File: src/apc_pkg.sv
// Summary of operation
// power-on, receive-line and software resets restore every analog control register default
// every analog control register reads back what it holds and accepts writes
// software programs the second control register with 0x30000000
// software keeps bits 31:30 and 25 of the first register at zero
// bit 29 high powers down the rc clock; its reset level is undefined
// sleep entry sets the rc clock power-down; detection entry clears it
// software enables bandgap and bias before clearing the rc clock power-down
// in metering mode software should leave the rc clock powered down
// bit 28 enables the global bias circuit; reset value zero
// sleep entry clears bias enable; detection entry sets it
// software sets bias enable before enabling any adc or the rc oscillator
// bit 27 enables the bandgap reference; reset value zero
// sleep entry clears reference enable; detection entry sets it
// bit 26 enables the voltage-channel adc; reset value zero
// software enables the bandgap before the voltage-channel adc
// sleep or detection entry clears the voltage adc enable
// software keeps re-checking these registers throughout operation
// forcing acts in the cycle a mode is entered; later writes act normally
package apc_pkg;

  localparam int ADDR_W = 12;
  localparam int DATA_W = 32;

  // printed offsets are register indices; byte address is four times the index
  localparam logic [9:0] IDX_CTRL_ZERO = 10'h185;
  localparam logic [9:0] IDX_CTRL_ONE = 10'h186;
  localparam logic [9:0] IDX_CTRL_TWO = 10'h187;

  localparam int BIT_RC_CLOCK_POWERDOWN = 29;
  localparam int BIT_BIAS_ENABLE = 28;
  localparam int BIT_REFERENCE_ENABLE = 27;
  localparam int BIT_VOLTAGE_ADC_ENABLE = 26;

  localparam logic [31:0] RST_CTRL_ZERO = 32'h0000_0000;
  localparam logic [31:0] RST_CTRL_ONE = 32'h0000_0000;
  localparam logic [31:0] RST_CTRL_TWO = 32'h0000_0000;

  localparam logic [1:0] RESP_OKAY = 2'h0;
  localparam logic [1:0] RESP_SLVERR = 2'h2;

endpackage : apc_pkg

File: src/apc_regs.sv
`timescale 1ns/10ps
module apc_regs #(
  // level of the rc clock power-down after reset; the analog side treats it as unknown
  parameter logic RC_PD_RESET = 1'b1
) (
  input wire logic clk,
  input wire logic rst,
  input wire logic rx_line_reset,
  input wire logic soft_reset,
  input wire logic sleep_mode,
  input wire logic current_detect_mode,
  input wire logic [apc_pkg::ADDR_W-1:0] s_axi_awaddr,
  input wire logic [2:0] s_axi_awprot,
  input wire logic s_axi_awvalid,
  output logic s_axi_awready,
  input wire logic [apc_pkg::DATA_W-1:0] s_axi_wdata,
  input wire logic [3:0] s_axi_wstrb,
  input wire logic s_axi_wvalid,
  output logic s_axi_wready,
  output logic [1:0] s_axi_bresp,
  output logic s_axi_bvalid,
  input wire logic s_axi_bready,
  input wire logic [apc_pkg::ADDR_W-1:0] s_axi_araddr,
  input wire logic [2:0] s_axi_arprot,
  input wire logic s_axi_arvalid,
  output logic s_axi_arready,
  output logic [apc_pkg::DATA_W-1:0] s_axi_rdata,
  output logic [1:0] s_axi_rresp,
  output logic s_axi_rvalid,
  input wire logic s_axi_rready,
  output logic rc_clock_powerdown,
  output logic bias_enable,
  output logic reference_enable,
  output logic voltage_adc_enable,
  output logic [31:0] analog_control_one,
  output logic [31:0] analog_control_two
);

  typedef struct packed {
    logic aw_full;
    logic [9:0] aw_idx;
    logic w_full;
    logic [31:0] w_data;
    logic [3:0] w_strb;
    logic bvalid;
    logic [1:0] bresp;
    logic rvalid;
    logic [31:0] rdata;
    logic [1:0] rresp;
    logic [31:0] ctrl_zero;
    logic [31:0] ctrl_one;
    logic [31:0] ctrl_two;
  } apc_state_t;

  apc_state_t s_q;
  apc_state_t s_d;
  logic sleep_entry;
  logic detect_entry;

  function automatic logic [31:0] apply_strb(input logic [31:0] old, input logic [31:0] data,
                                             input logic [3:0] strb);
    logic [31:0] res;
    res = old;
    for (int b = 0; b < 4; b++) begin
      if (strb[b]) begin
        res[b*8 +: 8] = data[b*8 +: 8];
      end
    end
    return res;
  endfunction : apply_strb

  function automatic logic is_mapped(input logic [9:0] idx);
    return (idx == apc_pkg::IDX_CTRL_ZERO) || (idx == apc_pkg::IDX_CTRL_ONE)
        || (idx == apc_pkg::IDX_CTRL_TWO);
  endfunction : is_mapped

  function automatic logic [31:0] reset_zero();
    logic [31:0] v;
    v = apc_pkg::RST_CTRL_ZERO;
    v[apc_pkg::BIT_RC_CLOCK_POWERDOWN] = RC_PD_RESET;
    return v;
  endfunction : reset_zero

  apc_mode_edge u_mode_edge (
    .clk(clk),
    .rst(rst),
    .sleep_mode(sleep_mode),
    .current_detect_mode(current_detect_mode),
    .sleep_entry(sleep_entry),
    .detect_entry(detect_entry)
  );

  assign s_axi_awready = ~s_q.aw_full;
  assign s_axi_wready = ~s_q.w_full;
  assign s_axi_arready = ~s_q.rvalid;

  always_comb begin
    s_d = s_q;
    // address and data may arrive in either order; each is held until both are in
    if (s_axi_awvalid && !s_q.aw_full) begin
      s_d.aw_full = 1'b1;
      s_d.aw_idx = s_axi_awaddr[11:2];
    end
    if (s_axi_wvalid && !s_q.w_full) begin
      s_d.w_full = 1'b1;
      s_d.w_data = s_axi_wdata;
      s_d.w_strb = s_axi_wstrb;
    end
    if (s_q.bvalid && s_axi_bready) begin
      s_d.bvalid = 1'b0;
    end
    // the write commits only once the previous response has left
    if (s_q.aw_full && s_q.w_full && !s_q.bvalid) begin
      s_d.aw_full = 1'b0;
      s_d.w_full = 1'b0;
      s_d.bvalid = 1'b1;
      s_d.bresp = is_mapped(s_q.aw_idx) ? apc_pkg::RESP_OKAY : apc_pkg::RESP_SLVERR;
      unique case (s_q.aw_idx)
        apc_pkg::IDX_CTRL_ZERO: s_d.ctrl_zero = apply_strb(s_q.ctrl_zero, s_q.w_data,
                                                           s_q.w_strb);
        apc_pkg::IDX_CTRL_ONE: s_d.ctrl_one = apply_strb(s_q.ctrl_one, s_q.w_data,
                                                         s_q.w_strb);
        apc_pkg::IDX_CTRL_TWO: s_d.ctrl_two = apply_strb(s_q.ctrl_two, s_q.w_data,
                                                         s_q.w_strb);
        default: ;
      endcase
    end
    if (s_q.rvalid && s_axi_rready) begin
      s_d.rvalid = 1'b0;
    end
    if (s_axi_arvalid && !s_q.rvalid) begin
      s_d.rvalid = 1'b1;
      s_d.rresp = apc_pkg::RESP_OKAY;
      unique case (s_axi_araddr[11:2])
        apc_pkg::IDX_CTRL_ZERO: s_d.rdata = s_q.ctrl_zero;
        apc_pkg::IDX_CTRL_ONE: s_d.rdata = s_q.ctrl_one;
        apc_pkg::IDX_CTRL_TWO: s_d.rdata = s_q.ctrl_two;
        default: begin
          s_d.rdata = 32'h0000_0000;
          s_d.rresp = apc_pkg::RESP_SLVERR;
        end
      endcase
    end
    // mode entry overrides a same-cycle write; later writes act normally
    if (sleep_entry) begin
      s_d.ctrl_zero[apc_pkg::BIT_RC_CLOCK_POWERDOWN] = 1'b1;
      s_d.ctrl_zero[apc_pkg::BIT_BIAS_ENABLE] = 1'b0;
      s_d.ctrl_zero[apc_pkg::BIT_REFERENCE_ENABLE] = 1'b0;
      s_d.ctrl_zero[apc_pkg::BIT_VOLTAGE_ADC_ENABLE] = 1'b0;
    end else if (detect_entry) begin
      s_d.ctrl_zero[apc_pkg::BIT_RC_CLOCK_POWERDOWN] = 1'b0;
      s_d.ctrl_zero[apc_pkg::BIT_BIAS_ENABLE] = 1'b1;
      s_d.ctrl_zero[apc_pkg::BIT_REFERENCE_ENABLE] = 1'b1;
      s_d.ctrl_zero[apc_pkg::BIT_VOLTAGE_ADC_ENABLE] = 1'b0;
    end
    // the synchronous resets hold the bank at defaults but leave bus handshakes alone
    if (rx_line_reset || soft_reset) begin
      s_d.ctrl_zero = reset_zero();
      s_d.ctrl_one = apc_pkg::RST_CTRL_ONE;
      s_d.ctrl_two = apc_pkg::RST_CTRL_TWO;
    end
  end

  always_ff @(posedge clk or posedge rst) begin
    if (rst) begin
      s_q <= '0;
      s_q.bresp <= apc_pkg::RESP_OKAY;
      s_q.rresp <= apc_pkg::RESP_OKAY;
      s_q.ctrl_zero <= reset_zero();
      s_q.ctrl_one <= apc_pkg::RST_CTRL_ONE;
      s_q.ctrl_two <= apc_pkg::RST_CTRL_TWO;
    end else begin
      s_q <= s_d;
    end
  end

  assign s_axi_bvalid = s_q.bvalid;
  assign s_axi_bresp = s_q.bresp;
  assign s_axi_rvalid = s_q.rvalid;
  assign s_axi_rdata = s_q.rdata;
  assign s_axi_rresp = s_q.rresp;
  assign rc_clock_powerdown = s_q.ctrl_zero[apc_pkg::BIT_RC_CLOCK_POWERDOWN];
  assign bias_enable = s_q.ctrl_zero[apc_pkg::BIT_BIAS_ENABLE];
  assign reference_enable = s_q.ctrl_zero[apc_pkg::BIT_REFERENCE_ENABLE];
  assign voltage_adc_enable = s_q.ctrl_zero[apc_pkg::BIT_VOLTAGE_ADC_ENABLE];
  assign analog_control_one = s_q.ctrl_one;
  assign analog_control_two = s_q.ctrl_two;

endmodule : apc_regs

File: src/apc_mode_edge.sv
`timescale 1ns/10ps
// turns the two mode levels into one-cycle entry pulses
module apc_mode_edge (
  input wire logic clk,
  input wire logic rst,
  input wire logic sleep_mode,
  input wire logic current_detect_mode,
  output logic sleep_entry,
  output logic detect_entry
);

  typedef struct packed {
    logic sleep;
    logic detect;
  } apc_edge_state_t;

  apc_edge_state_t s_q;
  apc_edge_state_t s_d;

  always_comb begin
    s_d.sleep = sleep_mode;
    s_d.detect = current_detect_mode;
  end

  always_ff @(posedge clk or posedge rst) begin
    if (rst) begin
      s_q <= '0;
    end else begin
      s_q <= s_d;
    end
  end

  // a mode already active at reset release counts as entered on the first cycle
  assign sleep_entry = sleep_mode & ~s_q.sleep;
  assign detect_entry = current_detect_mode & ~s_q.detect;

endmodule : apc_mode_edge

File: config.mk
export PLATFORM = sky130hd
export DESIGN_NAME = apc_regs
export DESIGN_NICKNAME = d
export VERILOG_FILES = /design/src/apc_pkg.sv /design/src/apc_regs.sv /design/src/apc_mode_edge.sv
export SDC_FILE = /design/constraint.sdc
export NUM_CORES = 1
export LEC_CHECK = 0
export BUFFER_PORTS_ARGS = -buffer_cell sky130_fd_sc_hd__buf_2
export CAP_MARGIN = 20
export CORE_MARGIN = 1
export CORE_UTILIZATION = 49
export CTS_BUF_LIST = sky130_fd_sc_hd__clkbuf_16
export CTS_CLUSTER_SIZE = 8
export DETAILED_ROUTE_END_ITERATION = 12
export PLACE_DENSITY = 0.74
export SLEW_MARGIN = 15
export SYNTH_ARGS = -nofsm -noshare
export SYNTH_HDL_FRONTEND = slang
export SYNTH_SLANG_ARGS = --single-unit
File: constraint.sdc
create_clock -name clk -period 5.2 [get_ports clk]
set_input_delay 0.26 -clock clk [delete_from_list [all_inputs] [get_ports clk]]
set_output_delay 0.26 -clock clk [all_outputs]
set_load 0.01 [all_outputs]
==> flow_summary.json, run 1 <==
{
  "outcome": "finished, final reports clean",
  "ys_top_cells_by_count": "181 x dfrtp_1, 127 x mux2i_1, 100 x buf_4",
  "fin_worst_skew_ns": 0.00744,
  "num_io_pins": 186,
  "reg2reg_depth": 4,
  "timing.rr.start": "s_q[174]",
  "grt_pass1_wl_mm": 29.2,
  "dp_hpwl_mm": 11.2,
  "clock_sinks": 182,
  "yosysMostFrequentCell": "dfrtp_1",
  "clock_path_buffers": 2,
  "drt-pass1-iter-count": 4,
  "dp_cells": 976,
  "start_util_pct": 51.0,
  "synth.avg_cell_area_um2": 12.0,
  "post_cts_resized": 0,
  "synth_warnings": 0,
  "numCtsBuffers": 17,
  "fin_ws_ns": 2.44,
  "clk_pin_slew_worst_paths_ns": 0.06,
  "min-delay-start": "s_axi_bready",
  "grt_busiest_layer": "met2",
  "cp-startpoint": "s_q[174]",
  "cp_data_required_time_ns": 5.55,
  "drtIter0Drc": 268,
  "avgRoutedWirePerCell_um": 18.3,
  "dp_worst_setup_slack_ns": 2.31,
  "fillCellCount": 1454,
  "placed_cell_area_um2": 8870,
  "clock.fmax_mhz": 362,
  "cts_tree": "done",
  "die-area_um2": 18000,
  "use_met3_pct": 5.29,
  "min_path_type": "primary input to register",
  "syn_to_final_growth_pct": 10.9,
  "vdd_drop_max_uv": 235,
  "worst_pin_slew_ns": 0.984,
  "ys_ff_latch": 182,
  "crit_path_end_kind": "register",
  "detail-route-antenna-nets": 0,
  "grt_pass1_vias": 5283,
  "fin_crit_ns": 2.76,
  "routabilityCongestion": 0.742,
  "yosys_most_used_dff": "dfrtp_1",
  "synth_largest_area_cell": "dfrtp_1",
  "wl_mm": 18.5,
  "antenna_found_initial": 1,
  "slew_headroom_pct": 34.4,
  "finalNonFillerCells": 1010,
  "synth-edff-count": 0,
  "diodes": 0,
  "holdPathStages": 2,
  "synthTopCellsByArea": "dfrtp_1 53%, mux2i_1 15%, buf_4 8.8%",
  "synth_area_um2": 8570,
  "yosysTopAreaCellShare_pct": 52.8,
  "final.period_utilization_pct": 53.1,
  "r2r_slack_ns": 2.44,
  "drive_gt1_share_pct": 33.7,
  "placement.io_buffers": 173,
  "synth_cell_types": 36,
  "drv_cap": 0,
  "power.density_nw_per_um2": 386,
  "critPathMaxFanout": 9,
  "grt_max_degree": 142,
  "grt_util_met2_pct": 34.1,
  "core_um2": 16800,
  "clk_latency_ns": 0.42,
  "die_y_um": 134,
  "r2r-end": "rc_clock_powerdown",
  "use_met1_pct": 29.3,
  "rows": 47,
  "grtUsageTotal_pct": 21.4,
  "nets": 858,
  "crit_type": "register to register",
  "gr-total-overflow": 0,
  "seq_area_frac_synth_pct": 53.1,
  "hold_violations": 0,
  "viasPerCell": 5.28,
  "slew_violations": 0,
  "p_leak_nw": 4.47,
  "tns_ns": 0,
  "num_vias": 5334,
  "synthCells": 715,
  "start_kind": "register",
  "die_w_um": 134,
  "root_buffer": "clkbuf_16",
  "drc_errors": 0,
  "min_to": "s_axi_bvalid",
  "htreeDepth": 4,
  "stdcell_area_um2": 9510,
  "worst_ep_arrival_time_ns": 3.11,
  "async_flop_share_pct": 100,
  "setup_viol": 0,
  "rsz0062_at_grt": "no"
}
-- worst max-delay path by stage --
stage / endpoint / cells past startpoint / slack, ns
floorplan: analog_control_one[0] / 1 / 2.60
global placement: analog_control_one[20] / 4 / 2.34
detailed placement: voltage_adc_enable / 4 / 2.31
CTS: voltage_adc_enable / 4 / 2.31
global route: analog_control_two[27] / 5 / 2.33
finish: rc_clock_powerdown / 4 / 2.44
-- cell type report --
cell class	instances	area [µm²]	area share (%)
sequential	182	4560	47.9
inverter	7	30.0	0.316
timing repair buffer	185	1020	10.7
multi-input combinational	388	3080	32.4
clock buffer	17	425	4.47
tap	220	275	2.89
clock inverter	11	124	1.30
-- placed cells by master, fill, tap and decap left out, drive strengths merged, types with 4 or more instances in the layout --
| master | count |
|---|---|
| nand3 | 4 |
| nor2 | 96 |
| nand2 | 4 |
| nor4 | 11 |
| nand3b | 9 |
| clkbuf | 17 |
| mux2 | 46 |
| a22oi | 32 |
| inv | 11 |
| o21ai | 36 |
| buf | 182 |
| dfrtp | 181 |
| mux2i | 127 |
-- cell families after synthesis --
group,share of synthesized area [%]
other,0.0437
muxes,20.9
AOI/OAI and AO/OA,5.40
DFF,53.1
and+or+nand+nor,9.46
buffers and inverters,11.1
-- registers in the layout, summed over array words and instances, names as in the netlist --
| signal | count |
|---|---|
| analog_control_one | 32 |
| analog_control_two | 32 |
| bias_enable | 1 |
| rc_clock_powerdown | 1 |
| reference_enable | 1 |
| s_axi_bresp | 1 |
| s_axi_bvalid | 1 |
| s_axi_rdata | 32 |
| s_axi_rresp | 1 |
| s_axi_rvalid | 1 |
| s_q | 76 |
| u_mode_edge.s_q | 2 |
| voltage_adc_enable | 1 |
-- what timing repair did --
action,4_1_cts,5_1_grt
endpoints found under the setup margin,0,0
buffers inserted,0,0
hold endpoints to repair,2,5
hold buffers,2,1
-- worst max-delay path, cell delays in order (launching register included) --
cell     delay [ns]
dfrtp_1        0.37
or4b_1         0.78
buf_8          0.27
or4_1          0.84
a311o_1        0.42
-- stage by stage --
step	hold WS (ns)	total power, mW	utilization, %
2_1_floorplan	0.291	2.29	-
4_1_cts	0.0188	3.70	56.1
3_5_place_dp	0.384	2.45	52.7
6_report	0.0279	3.67	56.5
5_1_grt	0.0200	3.85	56.5
3_3_place_gp	0.385	2.43	52.7
-- routing by layer --
layer  vias up  part of all wire (%)
li1       2503                     -
met1      2680                    46
met2       135                    48
met3        14                   4.7
met4         2                  0.86
met5         -                 0.054
-- power by group --
part / switching (mW) / leakage [nW] / internal [mW]
Clock: 0.511 / 0.282 / 0.733
Sequential: 0.211 / 2.42 / 1.62
Combinational: 0.302 / 1.77 / 0.295
Total: 1.02 / 4.47 / 2.65
Power figures use the tool's default switching activity.
==> run 2, diff against run 1 <==
--- a/config.mk
+++ b/config.mk
@@ -5,14 +5,15 @@
 export SDC_FILE = /design/constraint.sdc
 export NUM_CORES = 1
 export LEC_CHECK = 0
+export ABC_AREA = 1
 export BUFFER_PORTS_ARGS = -buffer_cell sky130_fd_sc_hd__buf_2
 export CAP_MARGIN = 20
 export CORE_MARGIN = 1
-export CORE_UTILIZATION = 49
+export CORE_UTILIZATION = 50
 export CTS_BUF_LIST = sky130_fd_sc_hd__clkbuf_16
 export CTS_CLUSTER_SIZE = 8
 export DETAILED_ROUTE_END_ITERATION = 12
-export PLACE_DENSITY = 0.74
+export PLACE_DENSITY = 0.75
 export SLEW_MARGIN = 15
 export SYNTH_ARGS = -nofsm -noshare
 export SYNTH_HDL_FRONTEND = slang
==> constraint.sdc (replaced) <==
create_clock -name clk -period 2.5 [get_ports clk]
set_input_delay 0.125 -clock clk [delete_from_list [all_inputs] [get_ports clk]]
set_output_delay 0.125 -clock clk [all_outputs]
set_load 0.01 [all_outputs]
==> run 2 against run 1 <==
Compared with the run above:
- die area up 1.2%
- first-iteration DRC count grew 130%
- critical endpoint is now analog_control_two[4]
- hold slack got worse by 0.013 ns
- combinational power grew to 2.8 times the previous value
==> flow_summary.json, run 2 <==
{
  "drv_cap": 0,
  "dp_worst_setup_slack_ns": 0.767,
  "stdcell_area_um2": 10400,
  "async_flop_share_pct": 100,
  "die-area_um2": 18200,
  "clk_pin_slew_worst_paths_ns": 0.07,
  "fin_worst_skew_ns": 0.00754,
  "core_um2": 17300,
  "placed_cell_area_um2": 9210,
  "final_cell_mix": "281 x nand2_1, 181 x dfrtp_1, 173 x buf_2",
  "drtIter0Drc": 623,
  "grt_max_degree": 44,
  "viasPerCell": 5.34,
  "syn_to_final_growth_pct": 17.2,
  "wl_mm": 22.8,
  "worst_pin_slew_ns": 0.749,
  "clock.fmax_mhz": 576,
  "slowest_stage": "buf_4",
  "crit_path_end_kind": "register",
  "drt-pass1-iter-count": 8,
  "r2r_slack_ns": 0.77,
  "grt_pass1_vias": 7031,
  "synth_area_um2": 8850,
  "gr-total-overflow": 0,
  "grt_pass1_wl_mm": 36.6,
  "min_path_type": "primary input to register",
  "rows": 48,
  "start_kind": "register",
  "drc_errors": 0,
  "holdBufCountCts": 52,
  "fin_crit_ns": 1.73,
  "synth_cell_types": 28,
  "timing.rr.start": "s_axi_bvalid",
  "r2r-end": "analog_control_two[4]",
  "num_vias": 7193,
  "synthTopCellsByArea": "dfrtp_1 51%, nand2_1 12%, buf_4 8.8%",
  "htreeDepth": 4,
  "clk_latency_ns": 0.44,
  "drive_gt1_share_pct": 25.3,
  "p_seq_share_pct": 46.8,
  "start_util_pct": 51.2,
  "die_y_um": 135,
  "reg2reg_depth": 8,
  "cp_data_required_time_ns": 2.87,
  "critPathMaxFanout": 31,
  "synth_warnings": 0,
  "largest_register_ffs": 76,
  "p_int_mw": 6.11,
  "p_leak_nw": 5.43,
  "clock_sinks": 182,
  "rsz0062_at_grt": "no",
  "crit_type": "register to register",
  "final_common_cell": "nand2_1",
  "power.share.clock_pct": 34.0,
  "yosysMostFrequentCell": "nand2_1",
  "yosysTopAreaCellShare_pct": 51.2,
  "root_buffer": "clkbuf_16",
  "nets": 1185,
  "setup_viol": 0,
  "slew_violations": 0,
  "power.density_nw_per_um2": 840,
  "final.period_utilization_pct": 69.4,
  "endpoint": "analog_control_two[4]",
  "min-delay-start": "s_axi_araddr[5]",
  "placement.io_buffers": 173,
  "fin_ws_ns": 0.765,
  "synth-edff-count": 0,
  "cp_slowest_stage_delay_ns": 0.39,
  "cp-startpoint": "s_axi_bvalid",
  "die_w_um": 135,
  "yosys_most_used_dff": "dfrtp_1",
  "cts_tree": "done",
  "slew_headroom_pct": 50.0,
  "hold_violations": 0,
  "numCtsBuffers": 17,
  "seq_area_frac_synth_pct": 51.4,
  "postCtsSetupRepairBufs": 0,
  "switching_share_pct": 30.0,
  "antenna_found_initial": 1,
  "detail-route-antenna-nets": 0,
  "routabilityCongestion": 0.851,
  "tns_ns": 0,
  "synthCells": 994,
  "vdd_drop_max_uv": 591,
  "post_cts_resized": 0,
  "synth.avg_cell_area_um2": 8.91,
  "worst_ep_arrival_time_ns": 2.11,
  "ys_top_cells_by_count": "282 x nand2_1, 181 x dfrtp_1, 138 x nand3_1",
  "dp_hpwl_mm": 15.0,
  "p_comb_share_pct": 19.1,
  "outcome": "finished, final reports clean",
  "net-switching-power_mw": 2.61,
  "num_io_pins": 186,
  "avgRoutedWirePerCell_um": 16.9,
  "top_register": "s_q",
  "ys_ff_latch": 182,
  "p_total_mw": 8.72,
  "clock_path_buffers": 2,
  "diodes": 0,
  "grtUsageTotal_pct": 26.4,
  "crit_chain": "inv_1, nand3_2, inv_1, nand2_1, nor2_2, buf_4, nand4_1, nand2_1",
  "synth_largest_area_cell": "dfrtp_1",
  "holdPathStages": 5
}
run 2: changes by cell type in the layout (fill, tap and decap cells not counted), moves of 12 or more:
| cell | delta |
|---|---|
| nand2_1 | +277 |
| nand3_1 | +134 |
| mux2i_1 | -127 |
| nor2_1 | -70 |
| dlygate4sd3_1 | +49 |
| nand4_1 | +42 |
| a22oi_1 | -32 |
| inv_1 | +21 |
| o21ai_0 | +16 |
| a21oi_1 | +13 |
| mux2_2 | -13 |
| o21ai_1 | +12 |
run 2: cell families after synthesis:
logic type / count (synthesis) / share of synthesized area (%)
AOI/OAI and AO/OA: 80 / 4.65
buffers and inverters: 182 / 13.1
DFF: 182 / 51.4
muxes: 33 / 4.20
other: 1 / 0.0424
and+or+nand+nor: 516 / 26.6
run 2: layout make-up:
type                       instances  area, µm²
multi-input combinational        631       3170
inverter                          30        116
fill                            1484       6920
sequential                       182       4560
tap                              225        282
clock inverter                    15        220
timing repair buffer             246       1610
clock buffer                      17        425
run 2: metrics by stage:
step | hold slack, ns | cells | util, %
global route | 0.0408 | 1346 | 60.0
floorplan | 0.156 | 995 | -
finish | 0.0146 | 1346 | 60.0
global placement | 0.248 | 1262 | 53.3
detailed placement | 0.250 | 1262 | 53.3
CTS | 0.0101 | 1346 | 60.0
run 2: worst min path at each step:
| stage | endpoint | slack (ns) |
|---|---|---|
| floorplan | u_mode_edge.s_q[0] | 0.16 |
| global placement | u_mode_edge.s_q[1] | 0.25 |
| detailed placement | u_mode_edge.s_q[1] | 0.25 |
| CTS | s_axi_rresp[1] | 0.01 |
| global route | s_axi_rresp[1] | 0.04 |
| finish | s_axi_rresp[1] | 0.01 |
run 2: routing by layer:
layer | wire length, µm | up-vias | GRT usage, %
met5 | 12 | - | 0
met4 | 770 | 2 | 12.2
met3 | 1390 | 61 | 5.14
met2 | 10500 | 279 | 41.6
met1 | 10100 | 3429 | 35.3
li1 | - | 3422 | -
run 2: power groups by stage:
| stage | clock network [mW] | logic [mW] | registers (mW) |
|---|---|---|---|
| 4_1_cts | 3.00 | 1.67 | 4.06 |
| 3_5_place_dp | 0 | 1.60 | 4.12 |
| 3_3_place_gp | 0 | 1.55 | 4.10 |
| 2_1_floorplan | 0 | 1.36 | 3.91 |
| 5_1_grt | 3.10 | 1.86 | 4.15 |
| 6_report | 2.97 | 1.67 | 4.09 |
run 2: worst max-delay path, delay by kind of cell, from the launching register on:
kind | cells | cell delay [ns]
DFF | 1 | 0.37
and+or+nand+nor | 5 | 0.65
buffers and inverters | 3 | 0.64
